### config.mk
export PLATFORM = sky130hd
export DESIGN_NAME = sss_exec
export DESIGN_NICKNAME = d
export VERILOG_FILES = /design/src/core/sss_pkg.sv /design/src/core/sss_exec.sv
export VERILOG_INCLUDE_DIRS = /design/src /design/src/core
export SDC_FILE = /design/constraint.sdc
export NUM_CORES = 1
export LEC_CHECK = 0
export BUFFER_PORTS_ARGS = -buffer_cell sky130_fd_sc_hd__buf_2
export CAP_MARGIN = 5
export CORE_ASPECT_RATIO = 0.8
export CORE_MARGIN = 5
export CORE_UTILIZATION = 45
export DETAILED_ROUTE_END_ITERATION = 16
export HOLD_SLACK_MARGIN = 0.06
export PLACE_DENSITY = 0.85
export SLEW_MARGIN = 15
export SYNTH_ARGS = -nofsm -noshare
export SYNTH_HDL_FRONTEND = slang
export SYNTH_SLANG_ARGS = --single-unit
### constraint.sdc
create_clock -name clk -period 2.9 [get_ports clk]
set_input_delay 0.725 -clock clk [delete_from_list [all_inputs] [get_ports clk]]
set_output_delay 0.725 -clock clk [all_outputs]
set_load 0.01 [all_outputs]
### src/core/sss_defs.svh
`ifndef SSS_DEFS_SVH
`define SSS_DEFS_SVH

// Operation select codes on the decode port
`define SSS_OP_NONE 3'h0
`define SSS_OP_SUB_ACC 3'h1
`define SSS_OP_SUB_MEM 3'h2
`define SSS_OP_SUB_IMM 3'h3
`define SSS_OP_SWAP_MEM 3'h4
`define SSS_OP_SWAP_ACC 3'h5
`define SSS_OP_SKIP_ZERO 3'h6

// Flag vector bit positions
`define SSS_FLAG_C 0
`define SSS_FLAG_AC 1
`define SSS_FLAG_Z 2
`define SSS_FLAG_OV 3

`define SSS_ACC_RESET 8'h00
`define SSS_FLAGS_RESET 4'h0
// Machine cycles of a taken skip
`define SSS_SKIP_CYCLES 2

`endif

### src/core/sss_pkg.sv
package sss_pkg;
  typedef struct packed {
    logic valid;
    logic [2:0] op;
    logic [7:0] imm;
  } sss_instr_t;

  typedef struct packed {
    logic we;
    logic [7:0] data;
  } sss_mem_wr_t;

  typedef struct packed {
    logic overflowFlag;
    logic zero;
    logic halfCarryFlag;
    logic carry;
  } sss_flags_t;
endpackage

### src/core/sss_exec.sv
// Behaviour
// [RULE1] Memory subtract into accumulator: acc + ~m + 1
// [RULE2] Same difference stored back to memory
// [RULE3] Immediate subtract into accumulator
// [RULE4] Swap nibbles of memory byte in place
// [RULE5] Swapped memory byte to accumulator only
// [RULE6] Zero byte discards prefetched instruction
// [RULE7] Taken skip lasts two cycles, else continue
// [RULE8] Subtracts set flags; swap and skip don't
`timescale 1ns/1ns
`include "sss_defs.svh"

module sss_exec #(
  parameter int DataWidth = 8
) (
  // Clock and reset
  input wire logic clk,
  input wire logic resetn,
  // Decoded instruction and operand from data memory
  input sss_pkg::sss_instr_t instr,
  input wire logic [7:0] memData,
  // Data memory write-back
  output sss_pkg::sss_mem_wr_t memWr,
  // Pipeline control
  output logic discardNext,
  output logic busy,
  // Architectural state
  output logic [7:0] accumulator_reg,
  output sss_pkg::sss_flags_t flags
);

  localparam int NibbleWidth = DataWidth / 2;
  typedef enum logic {SssRun, SssDummy} sss_state_t;

  sss_state_t state_q, state_d;
  logic [7:0] acc_q, acc_d;
  sss_pkg::sss_flags_t flags_q, flags_d;
  sss_pkg::sss_mem_wr_t memWr_q, memWr_d;
  // Copy of the discard strobe, kept only for the untaken-skip check
  logic discard_q;

  // Op compare shared by every decode line; codes 0 and 7 select nothing
  function automatic logic opIs(input logic [2:0] op, input logic [2:0] code);
    return op == code;
  endfunction

  // Accepted only outside the dummy cycle; an instruction offered then is dropped
  wire logic go = instr.valid && (state_q == SssRun);
  wire logic isSubAcc = go && opIs(instr.op, `SSS_OP_SUB_ACC);
  wire logic isSubMem = go && opIs(instr.op, `SSS_OP_SUB_MEM);
  wire logic isSubImm = go && opIs(instr.op, `SSS_OP_SUB_IMM);
  wire logic isSwapMem = go && opIs(instr.op, `SSS_OP_SWAP_MEM);
  wire logic isSwapAcc = go && opIs(instr.op, `SSS_OP_SWAP_ACC);
  wire logic isSkip = go && opIs(instr.op, `SSS_OP_SKIP_ZERO);
  wire logic isSub = isSubAcc || isSubMem || isSubImm;

  wire logic [7:0] subOperand = isSubImm ? instr.imm : memData; // [RULE3]
  wire logic [7:0] subInv = ~subOperand;
  // Low nibble sum kept separate so the half carry is the true nibble carry-out
  wire logic [4:0] lowSum = {1'b0, acc_q[3:0]} + {1'b0, subInv[3:0]} + 5'h01;
  wire logic [8:0] fullSum = {1'b0, acc_q} + {1'b0, subInv} + 9'h001; // [RULE1]
  wire logic [7:0] diff = fullSum[7:0];
  // Overflow needs unlike operand signs and a result sign that left the accumulator's
  wire logic subOv = (acc_q[7] != subOperand[7]) && (diff[7] != acc_q[7]);
  // Sign-extended difference, read only by the overflow cross-check
  wire logic [8:0] sgnDiff = {acc_q[7], acc_q} - {subOperand[7], subOperand};
  // Each result bit takes the bit half a word away, which exchanges the nibbles
  logic [DataWidth-1:0] swapped;
  for (genvar b = 0; b < DataWidth; b++) begin : g_swap
    assign swapped[b] = memData[(b + NibbleWidth) % DataWidth]; // [RULE4]
  end
  wire logic skipTaken = isSkip && (memData == 8'h00); // [RULE6]

  always_comb begin
    acc_d = acc_q;
    flags_d = flags_q;
    memWr_d = '{we: 1'b0, data: memWr_q.data};
    state_d = SssRun;
    if (isSubAcc || isSubImm) begin
      acc_d = diff; // [RULE1] [RULE3]
    end
    if (isSubMem) begin
      memWr_d = '{we: 1'b1, data: diff}; // [RULE2]
    end
    if (isSub) begin
      flags_d.carry = fullSum[8]; // [RULE8]
      flags_d.halfCarryFlag = lowSum[4];
      flags_d.zero = (diff == 8'h00);
      flags_d.overflowFlag = subOv;
    end
    if (isSwapMem) begin
      memWr_d = '{we: 1'b1, data: swapped}; // [RULE4]
    end
    if (isSwapAcc) begin
      acc_d = swapped; // [RULE5]
    end
    // The dummy cycle always hands back to run, so no code is illegal
    unique case (state_q)
      SssRun: begin
        if (skipTaken) begin
          state_d = SssDummy; // [RULE7]
        end
      end
      SssDummy: begin
        state_d = SssRun;
      end
    endcase
  end

  // Write-back is registered so memory sees one clean pulse the cycle after the op
  always_ff @(posedge clk or negedge resetn) begin
    if (!resetn) begin
      state_q <= SssRun;
      acc_q <= `SSS_ACC_RESET;
      flags_q <= `SSS_FLAGS_RESET;
      memWr_q <= '0;
      discard_q <= 1'b0;
    end else begin
      state_q <= state_d;
      acc_q <= acc_d;
      flags_q <= flags_d;
      memWr_q <= memWr_d;
      discard_q <= skipTaken;
    end
  end

  assign memWr = memWr_q;
  assign accumulator_reg = acc_q;
  assign flags = flags_q;
  // Discard is combinational so the prefetched word is dropped in the same cycle
  assign discardNext = skipTaken; // [RULE6]
  assign busy = (state_q == SssDummy); // [RULE7]

  // Assertions
  a_sub_acc_result: assert property (@(posedge clk) disable iff (!resetn) // [RULE1]
    isSubAcc |=> accumulator_reg == 8'($past(acc_q) - $past(memData)))
    else $error("Memory subtract to accumulator wrong");
  a_sub_mem_write: assert property (@(posedge clk) disable iff (!resetn) // [RULE2]
    isSubMem |=> memWr.we && memWr.data == 8'($past(acc_q) - $past(memData)) && $stable(accumulator_reg))
    else $error("Memory subtract write-back wrong");
  a_sub_imm_result: assert property (@(posedge clk) disable iff (!resetn) // [RULE3]
    isSubImm |=> accumulator_reg == 8'($past(acc_q) - $past(instr.imm)))
    else $error("Immediate subtract wrong");
  a_swap_mem_write: assert property (@(posedge clk) disable iff (!resetn) // [RULE4]
    isSwapMem |=> memWr.we && memWr.data[3:0] == $past(memData[7:4]) && memWr.data[7:4] == $past(memData[3:0]))
    else $error("In-place swap wrong");
  a_swap_acc_only: assert property (@(posedge clk) disable iff (!resetn) // [RULE5]
    isSwapAcc |=> !memWr.we && accumulator_reg == {$past(memData[3:0]), $past(memData[7:4])})
    else $error("Swap to accumulator wrong");
  a_skip_discard: assert property (@(posedge clk) disable iff (!resetn) // [RULE6]
    discardNext == (instr.valid && !busy && instr.op == `SSS_OP_SKIP_ZERO && memData == 8'h00))
    else $error("Discard does not match a zero byte skip");
  a_skip_two_cycles: assert property (@(posedge clk) disable iff (!resetn) // [RULE7]
    skipTaken |=> busy ##1 !busy)
    else $error("Taken skip not two cycles");
  a_skip_not_taken: assert property (@(posedge clk) disable iff (!resetn) // [RULE7]
    isSkip && memData != 8'h00 |=> !busy && !discard_q)
    else $error("Untaken skip stalled");
  a_flags_held: assert property (@(posedge clk) disable iff (!resetn) // [RULE8]
    (isSwapMem || isSwapAcc || isSkip) |=> $stable(flags))
    else $error("Flags changed by swap or skip");
  a_sub_carry: assert property (@(posedge clk) disable iff (!resetn) // [RULE8]
    isSubAcc |=> flags.carry == ($past(acc_q) >= $past(memData)) && flags.zero == (accumulator_reg == 8'h00))
    else $error("Subtract carry or zero wrong");

  // Flags: carry, half carry and overflow worked out from the operands rather than from the adder
  a_sub_imm_flags: assert property (@(posedge clk) disable iff (!resetn) // [RULE8]
    isSubImm |=> flags.carry == ($past(acc_q) >= $past(instr.imm))
      && flags.zero == (accumulator_reg == 8'h00))
    else $error("Immediate subtract carry or zero wrong");
  a_sub_mem_flags: assert property (@(posedge clk) disable iff (!resetn) // [RULE8]
    isSubMem |=> flags.carry == ($past(acc_q) >= $past(memData))
      && flags.zero == (memWr.data == 8'h00))
    else $error("Memory subtract carry or zero wrong");
  a_sub_half_carry: assert property (@(posedge clk) disable iff (!resetn) // [RULE8]
    isSub |=> flags.halfCarryFlag == ($past(acc_q[3:0]) >= $past(subOperand[3:0])))
    else $error("Subtract half carry wrong");
  a_sub_overflow: assert property (@(posedge clk) disable iff (!resetn) // [RULE8]
    isSub |=> flags.overflowFlag == ($past(sgnDiff[8]) != $past(sgnDiff[7])))
    else $error("Subtract overflow wrong");
  a_flags_change_cause: assert property (@(posedge clk) disable iff (!resetn) // [RULE8]
    $changed(flags) |-> $past(isSub))
    else $error("Flags changed without a subtract");

  // Each variant writes only its own destination
  a_sub_no_write: assert property (@(posedge clk) disable iff (!resetn) // [RULE1]
    (isSubAcc || isSubImm) |=> !memWr.we)
    else $error("Accumulator subtract wrote memory");
  a_swap_keeps_acc: assert property (@(posedge clk) disable iff (!resetn) // [RULE4]
    isSwapMem |=> $stable(accumulator_reg))
    else $error("In-place swap changed accumulator");
  a_swap_keeps_mem: assert property (@(posedge clk) disable iff (!resetn) // [RULE5]
    isSwapAcc |=> $stable(memWr.data))
    else $error("Swap to accumulator changed write data");
  a_write_source: assert property (@(posedge clk) disable iff (!resetn) // [RULE2]
    memWr.we |-> $past(isSubMem) || $past(isSwapMem))
    else $error("Memory write without a memory-destination op");
  a_acc_change_cause: assert property (@(posedge clk) disable iff (!resetn) // [RULE2]
    $changed(accumulator_reg) |-> $past(isSubAcc) || $past(isSubImm) || $past(isSwapAcc))
    else $error("Accumulator changed without an accumulator op");

  // Skip and the dummy cycle
  a_skip_no_write: assert property (@(posedge clk) disable iff (!resetn) // [RULE6]
    isSkip |=> !memWr.we && $stable(accumulator_reg))
    else $error("Skip changed memory or accumulator");
  a_untaken_no_discard: assert property (@(posedge clk) disable iff (!resetn) // [RULE7]
    (isSkip && memData != 8'h00) |-> !discardNext)
    else $error("Nonzero byte discarded the next instruction");
  a_discard_once: assert property (@(posedge clk) disable iff (!resetn) // [RULE6]
    discardNext |=> !discardNext)
    else $error("Discard held past the skip");
  a_busy_no_discard: assert property (@(posedge clk) disable iff (!resetn) // [RULE7]
    busy |-> !discardNext)
    else $error("Discard raised in the dummy cycle");
  a_busy_ignores: assert property (@(posedge clk) disable iff (!resetn) // [RULE7]
    busy |=> !busy && !memWr.we
      && $stable(accumulator_reg) && $stable(flags))
    else $error("Instruction taken in the dummy cycle");

  // Scenarios the bench is expected to reach
  c_skip_taken: cover property (@(posedge clk) disable iff (!resetn) skipTaken ##1 busy);
  c_sub_borrow: cover property (@(posedge clk) disable iff (!resetn) isSub ##1 !flags.carry);
  c_swap_mem: cover property (@(posedge clk) disable iff (!resetn) isSwapMem);
  c_sub_overflow: cover property (@(posedge clk) disable iff (!resetn) isSub ##1 flags.overflowFlag);
  c_swap_acc: cover property (@(posedge clk) disable iff (!resetn) isSwapAcc ##1 !memWr.we);

endmodule

Yosys cells after proc, flatten, opt, wreduce, memory -nomap -nowiden --
Cells that the tools add are included.
Storage, ports and cells: bits of input ports 22, output and inout port bits 23, bits in registers 22, word-level logic and storage cells 45
Cells by class: reductions and logical operators 16, multiplexer cells 7, add/subtract/negate cells 4, equality and inequality tests 8, bitwise logic cells 2
Operators by type and width (count):
- two-way mux 8 bit | 3
- two-way mux 9 bit | 2
- zero test 8 bit | 2
- adder 8 x 8 -> 9 bit | 1
- adder 9 x 1 -> 9 bit (second input constant) | 1
- == test 3 bit (second input constant) | 3
- logical AND 1 bit | 9
- inverter 8 bit | 1
- == test 3 x 2 -> 1 bit (second input constant) | 2
- adder 4 x 4 -> 5 bit | 1
- adder 5 x 1 -> 5 bit (second input constant) | 1
- nonzero test 2 bit | 2
- == test 3 x 1 -> 1 bit (second input constant) | 1
- logical OR 1 bit | 3
- inequality test 1 bit | 2
- one-hot mux 1 bit (2 select lines) | 1
- two-way mux 1 bit | 1
- inverter 1 bit | 1

Logic depth before layout (Yosys ltp) --
depth after elaboration 9, gate-level depth with buffers 11, depth with buffers taken out 11

Least setup slack after synthesis --
Ideal clock, no wire load.
path type input-to-reg, from in instr[10] (netlist bit), to reg flags_q, in the netlist flags[2], path buffers 0, setup slack -0.407 ns, required time 2.778 ns, setup time 0.122 ns, arrival 3.185 ns, cell stages on the path 11, cells stage by stage nor3b_2 > nand3_1 > mux2_2 > ha_1 > inv_1 > fa_1 > a21o_1 > a221oi_2 > xnor2_1 > and4_1 > a32o_1
Between the ends: cells in the longest elaborated chain, start to end 7, elaborated cells on any way between the ends 13, those cells by class 2 x add/sub; 3 x eq/ne; 1 x mux; 1 x bitwise; 6 x reduce/logical
RTL lines:
- start: declaration | RTL line sss_exec.sv:20 | input sss_pkg::sss_instr_t instr,
- == test 3 x 2 -> 1 bit | RTL line sss_exec.sv:44 | return op == code;
- logical AND 1 bit | RTL line sss_exec.sv:51 | wire logic isSubImm = go && opIs(instr.op, `SSS_OP_SUB_IMM);
- two-way mux 8 bit | RTL line sss_exec.sv:57 | wire logic [7:0] subOperand = isSubImm ? instr.imm : memData;
- inverter 8 bit | RTL line sss_exec.sv:58 | wire logic [7:0] subInv = ~subOperand;
- adder 8 x 8 -> 9 bit | RTL line sss_exec.sv:61 | wire logic [8:0] fullSum = {1'b0, acc_q} + {1'b0, subInv} + 9'h001;
- adder 9 x 1 -> 9 bit | RTL line sss_exec.sv:61
- zero test 8 bit | RTL line sss_exec.sv:88 | flags_d.zero = (diff == 8'h00);
- end signal: assignment | RTL line sss_exec.sv:115 | flags_q <= `SSS_FLAGS_RESET;
- end signal: assignment | RTL line sss_exec.sv:121 | flags_q <= flags_d;
- end: declaration | RTL line sss_exec.sv:37 | sss_pkg::sss_flags_t flags_q, flags_d;
Several ways; a longest one is shown, not always the timed one. A chain may end at the register's enable or synchronous reset.

Final worst setup path --
Ends and elaborated chain as after synthesis.

==> results.txt <==
HPWL after DPL - 3300 um
Syn Nets - 173
WL/cell - 16.1 um
post-route setup TNS - 0 ps
critical path type - primary input to flop
final wirelength - 4100 um
top cell type's share of synthesized area - 39.4%
Fin Clk Skew - 13.0 ps
Die X - 72.3 um
Synthesis Warnings - 0
Worst IR Drop VDD - 0.572 mV
Slew @ Worst Pin - 593 ps
Die Y - 59.8 um
commonest non-fill, non-tap cell in the layout - buf_2
final setup violating endpoints - 0
post-synthesis cell area - 0.00140 sq mm
Worst slew margin - 60.2%
power per cell area - 963 mW/mm^2
max_cap viols - 0
DRT iter0 DRCs - 128
CP max stage delay - 330 ps
number of antenna diodes - 0
Largest register FFs - 9
GP Congestion - 0.933
Vias/cell - 5.80
Synth Area per Inst - 9.83 sq um
largest area contributor in the synthesized netlist - dfrtp_1
# DRC - 0
min Tclk post-route - 2850 ps
die area - 0.00432 sq mm
RSZ-0062 raised after global routing - true
Yosys cell types - 41
worst min path class - primary input to async pin
final hold viol count - 0
adder-cell share of the synthesized area - 8.60%
LEAKAGE - 1.04 nW
Port Buffers - 44
initial antenna violation count - 0
largest family of logic cells by synthesized area - compound AO/OA/AOI/OAI gates
clk sinks - 22
GRT Residual Overflow - 0
CP max FO - 6
Core ar. - 0.00304 sq mm
Max Slew Vio Count - 0
FP Rows - 18
CTS tree - done
Post-Syn Instances - 142
Area Growth Syn to Fin - 43.2%
Root Buffer - clkbuf_8
CP required - 3050 ps
starting density of the core - 45.9%
post-synthesis sequential area ratio - 39.4%
clock latency on the worst-skew pair - 270 ps
IO Count - 45
Pwr Total - 1.92 mW
CP Depth - 12
mux cell area share after synthesis - 5.82%
first-pass GRT wire length - 6730 um
layout cells sized above 1 - 42.1%
vias in the first global route - 1,408
Crit. End Element - flop
Compound-Gate Fraction of Synth Area - 24.6%
crit path DAT - 3000 ps
startpoint class of the critical path - primary input
cts hold-fix bufs - 0
clk buf depth - 2
Bufs and invs on worst path - 2
most frequent cells in the layout - buf_2, buf_4, dfrtp_1
DRT antenna net count - 0
H-tree Lvls - 1
CP Cell Sequence - buf_8 > nor3b_4 > nand3_4 > mux2_4 > ha_4 > inv_2 > fa_2 > a21o_1 > a221oi_2 > xnor2_1 > and4_1 > a32o_1
CTS buffer count - 3
final worst path period share - 98.4%
delay-heaviest family, CP - compound AO/OA/AOI/OAI gates
reg2reg path depth - 11
Nets - 246
Vias - 1,473
GRT Total Usage - 20.2%
Crit-path slowest cell - fa_2
Yosys reg bits - 22
clock slew at reported path FFs - 90 ps
simple-gate area share of the yosys netlist - 16.1%
most area-consuming cells after synthesis - dfrtp_1, ha_1, a22oi_1
first-pass iteration count of the detailed router - 4
Max Freq - 351 MHz
largest net degree at the start of global routing - 23
run status - complete, no violations
Post-Synth XOR/XNOR Area - 2.51%
==> metal layers <==
metal / routed length [um] / up-vias / global-route usage [%]
met2: 2030 / 68 / 34.1
met3: 339 / 9 / 5.38
li1: - / 691 / -
met5: 0 / - / 0
met1: 1680 / 705 / 26.2
met4: 48 / 0 / 4.02
==> kinds of logic (layout without fill, tap and decap cells) <==
group / count (synthesis) / after routing
multiplexers: 8 / 8
XOR/XNOR: 4 / 4
flip-flops: 22 / 22
AND/OR/NAND/NOR: 40 / 40
adder cells (fa/ha/maj): 9 / 9
buffers and inverters: 11 / 83
AO/OA/AOI/OAI: 48 / 48
==> cells in the mapped netlist <==
library cell  instances
nand3b_1              3
dfrtp_1              22
and2_0                1
nor3_2                1
nor2_1               11
and3_1                1
fa_1                  1
a221oi_2              1
nor3_1                5
nor3b_2               1
nor2b_1               1
o21ai_0              10
nand3_1               3
o21ai_1               5
and3_2                1
a22oi_1              10
mux2_2                1
o21bai_1              1
and4_1                1
or4_1                 2
a221o_1               6
o41ai_1               1
mux2i_1               7
a211o_1               1
a21o_1                3
inv_1                 6
clkbuf_1              4
nand2b_1              1
a311oi_1              1
xor2_1                1
a221oi_1              1
ha_1                  8
a32o_1                1
a211oi_1              1
xnor2_1               3
inv_2                 1
and3_4                1
a21oi_1               4
nand2_1               5
nor4_1                2
o21a_1                2
==> timing repair <==
| item | 4_1_cts | 5_1_grt |
|---|---|---|
| setup buffers | 0 | 0 |
| setup endpoints to repair | 1 | 3 |
| cloned | 0 | 0 |
| resized for setup | 0 | 10 |
==> worst paths after layout <==
kind                                 from                  to  slack [ps]
worst max register to register       busy            flags[2]         140
min in group clk                 flags[3]            flags[3]         480
worst max-delay path            instr[10]            flags[2]          50
max in group asynchronous          resetn            flags[2]        2150
worst min-delay path               resetn  accumulator_reg[1]         400
worst min register to register   flags[3]            flags[3]         480
==> report_power, final <==
part	total, mW	internal (mW)	switching (mW)
sequential	0.511	0.421	0.0903
combinational	1.13	0.584	0.543
clock	0.286	0.185	0.102
==> cell type report <==
class / count / area (sq um)
Timing Repair Buffer: 72 / 447
Tap cell: 40 / 50.0
Clock inverter: 1 / 30.0
Multi-Input combinational cell: 109 / 855
Inverter: 7 / 26.3
Clock buffer: 3 / 41.3
Fill cell: 249 / 1040
Sequential cell: 22 / 551
==> stage by stage <==
stage	utilization (%)	hold slack [ps]	instance area [sq um]	worst slack (ps)	instances
finish	65.8	402	2000	47.2	254
global route	65.8	436	2000	-34.8	254
CTS	64.4	422	1960	-5.31	254
detailed placement	62.1	467	1890	-271	250
global placement	62.1	463	1890	-165	250
floorplan	-	429	1420	-103	142
No activity file was read; power rests on OpenSTA's default activity.
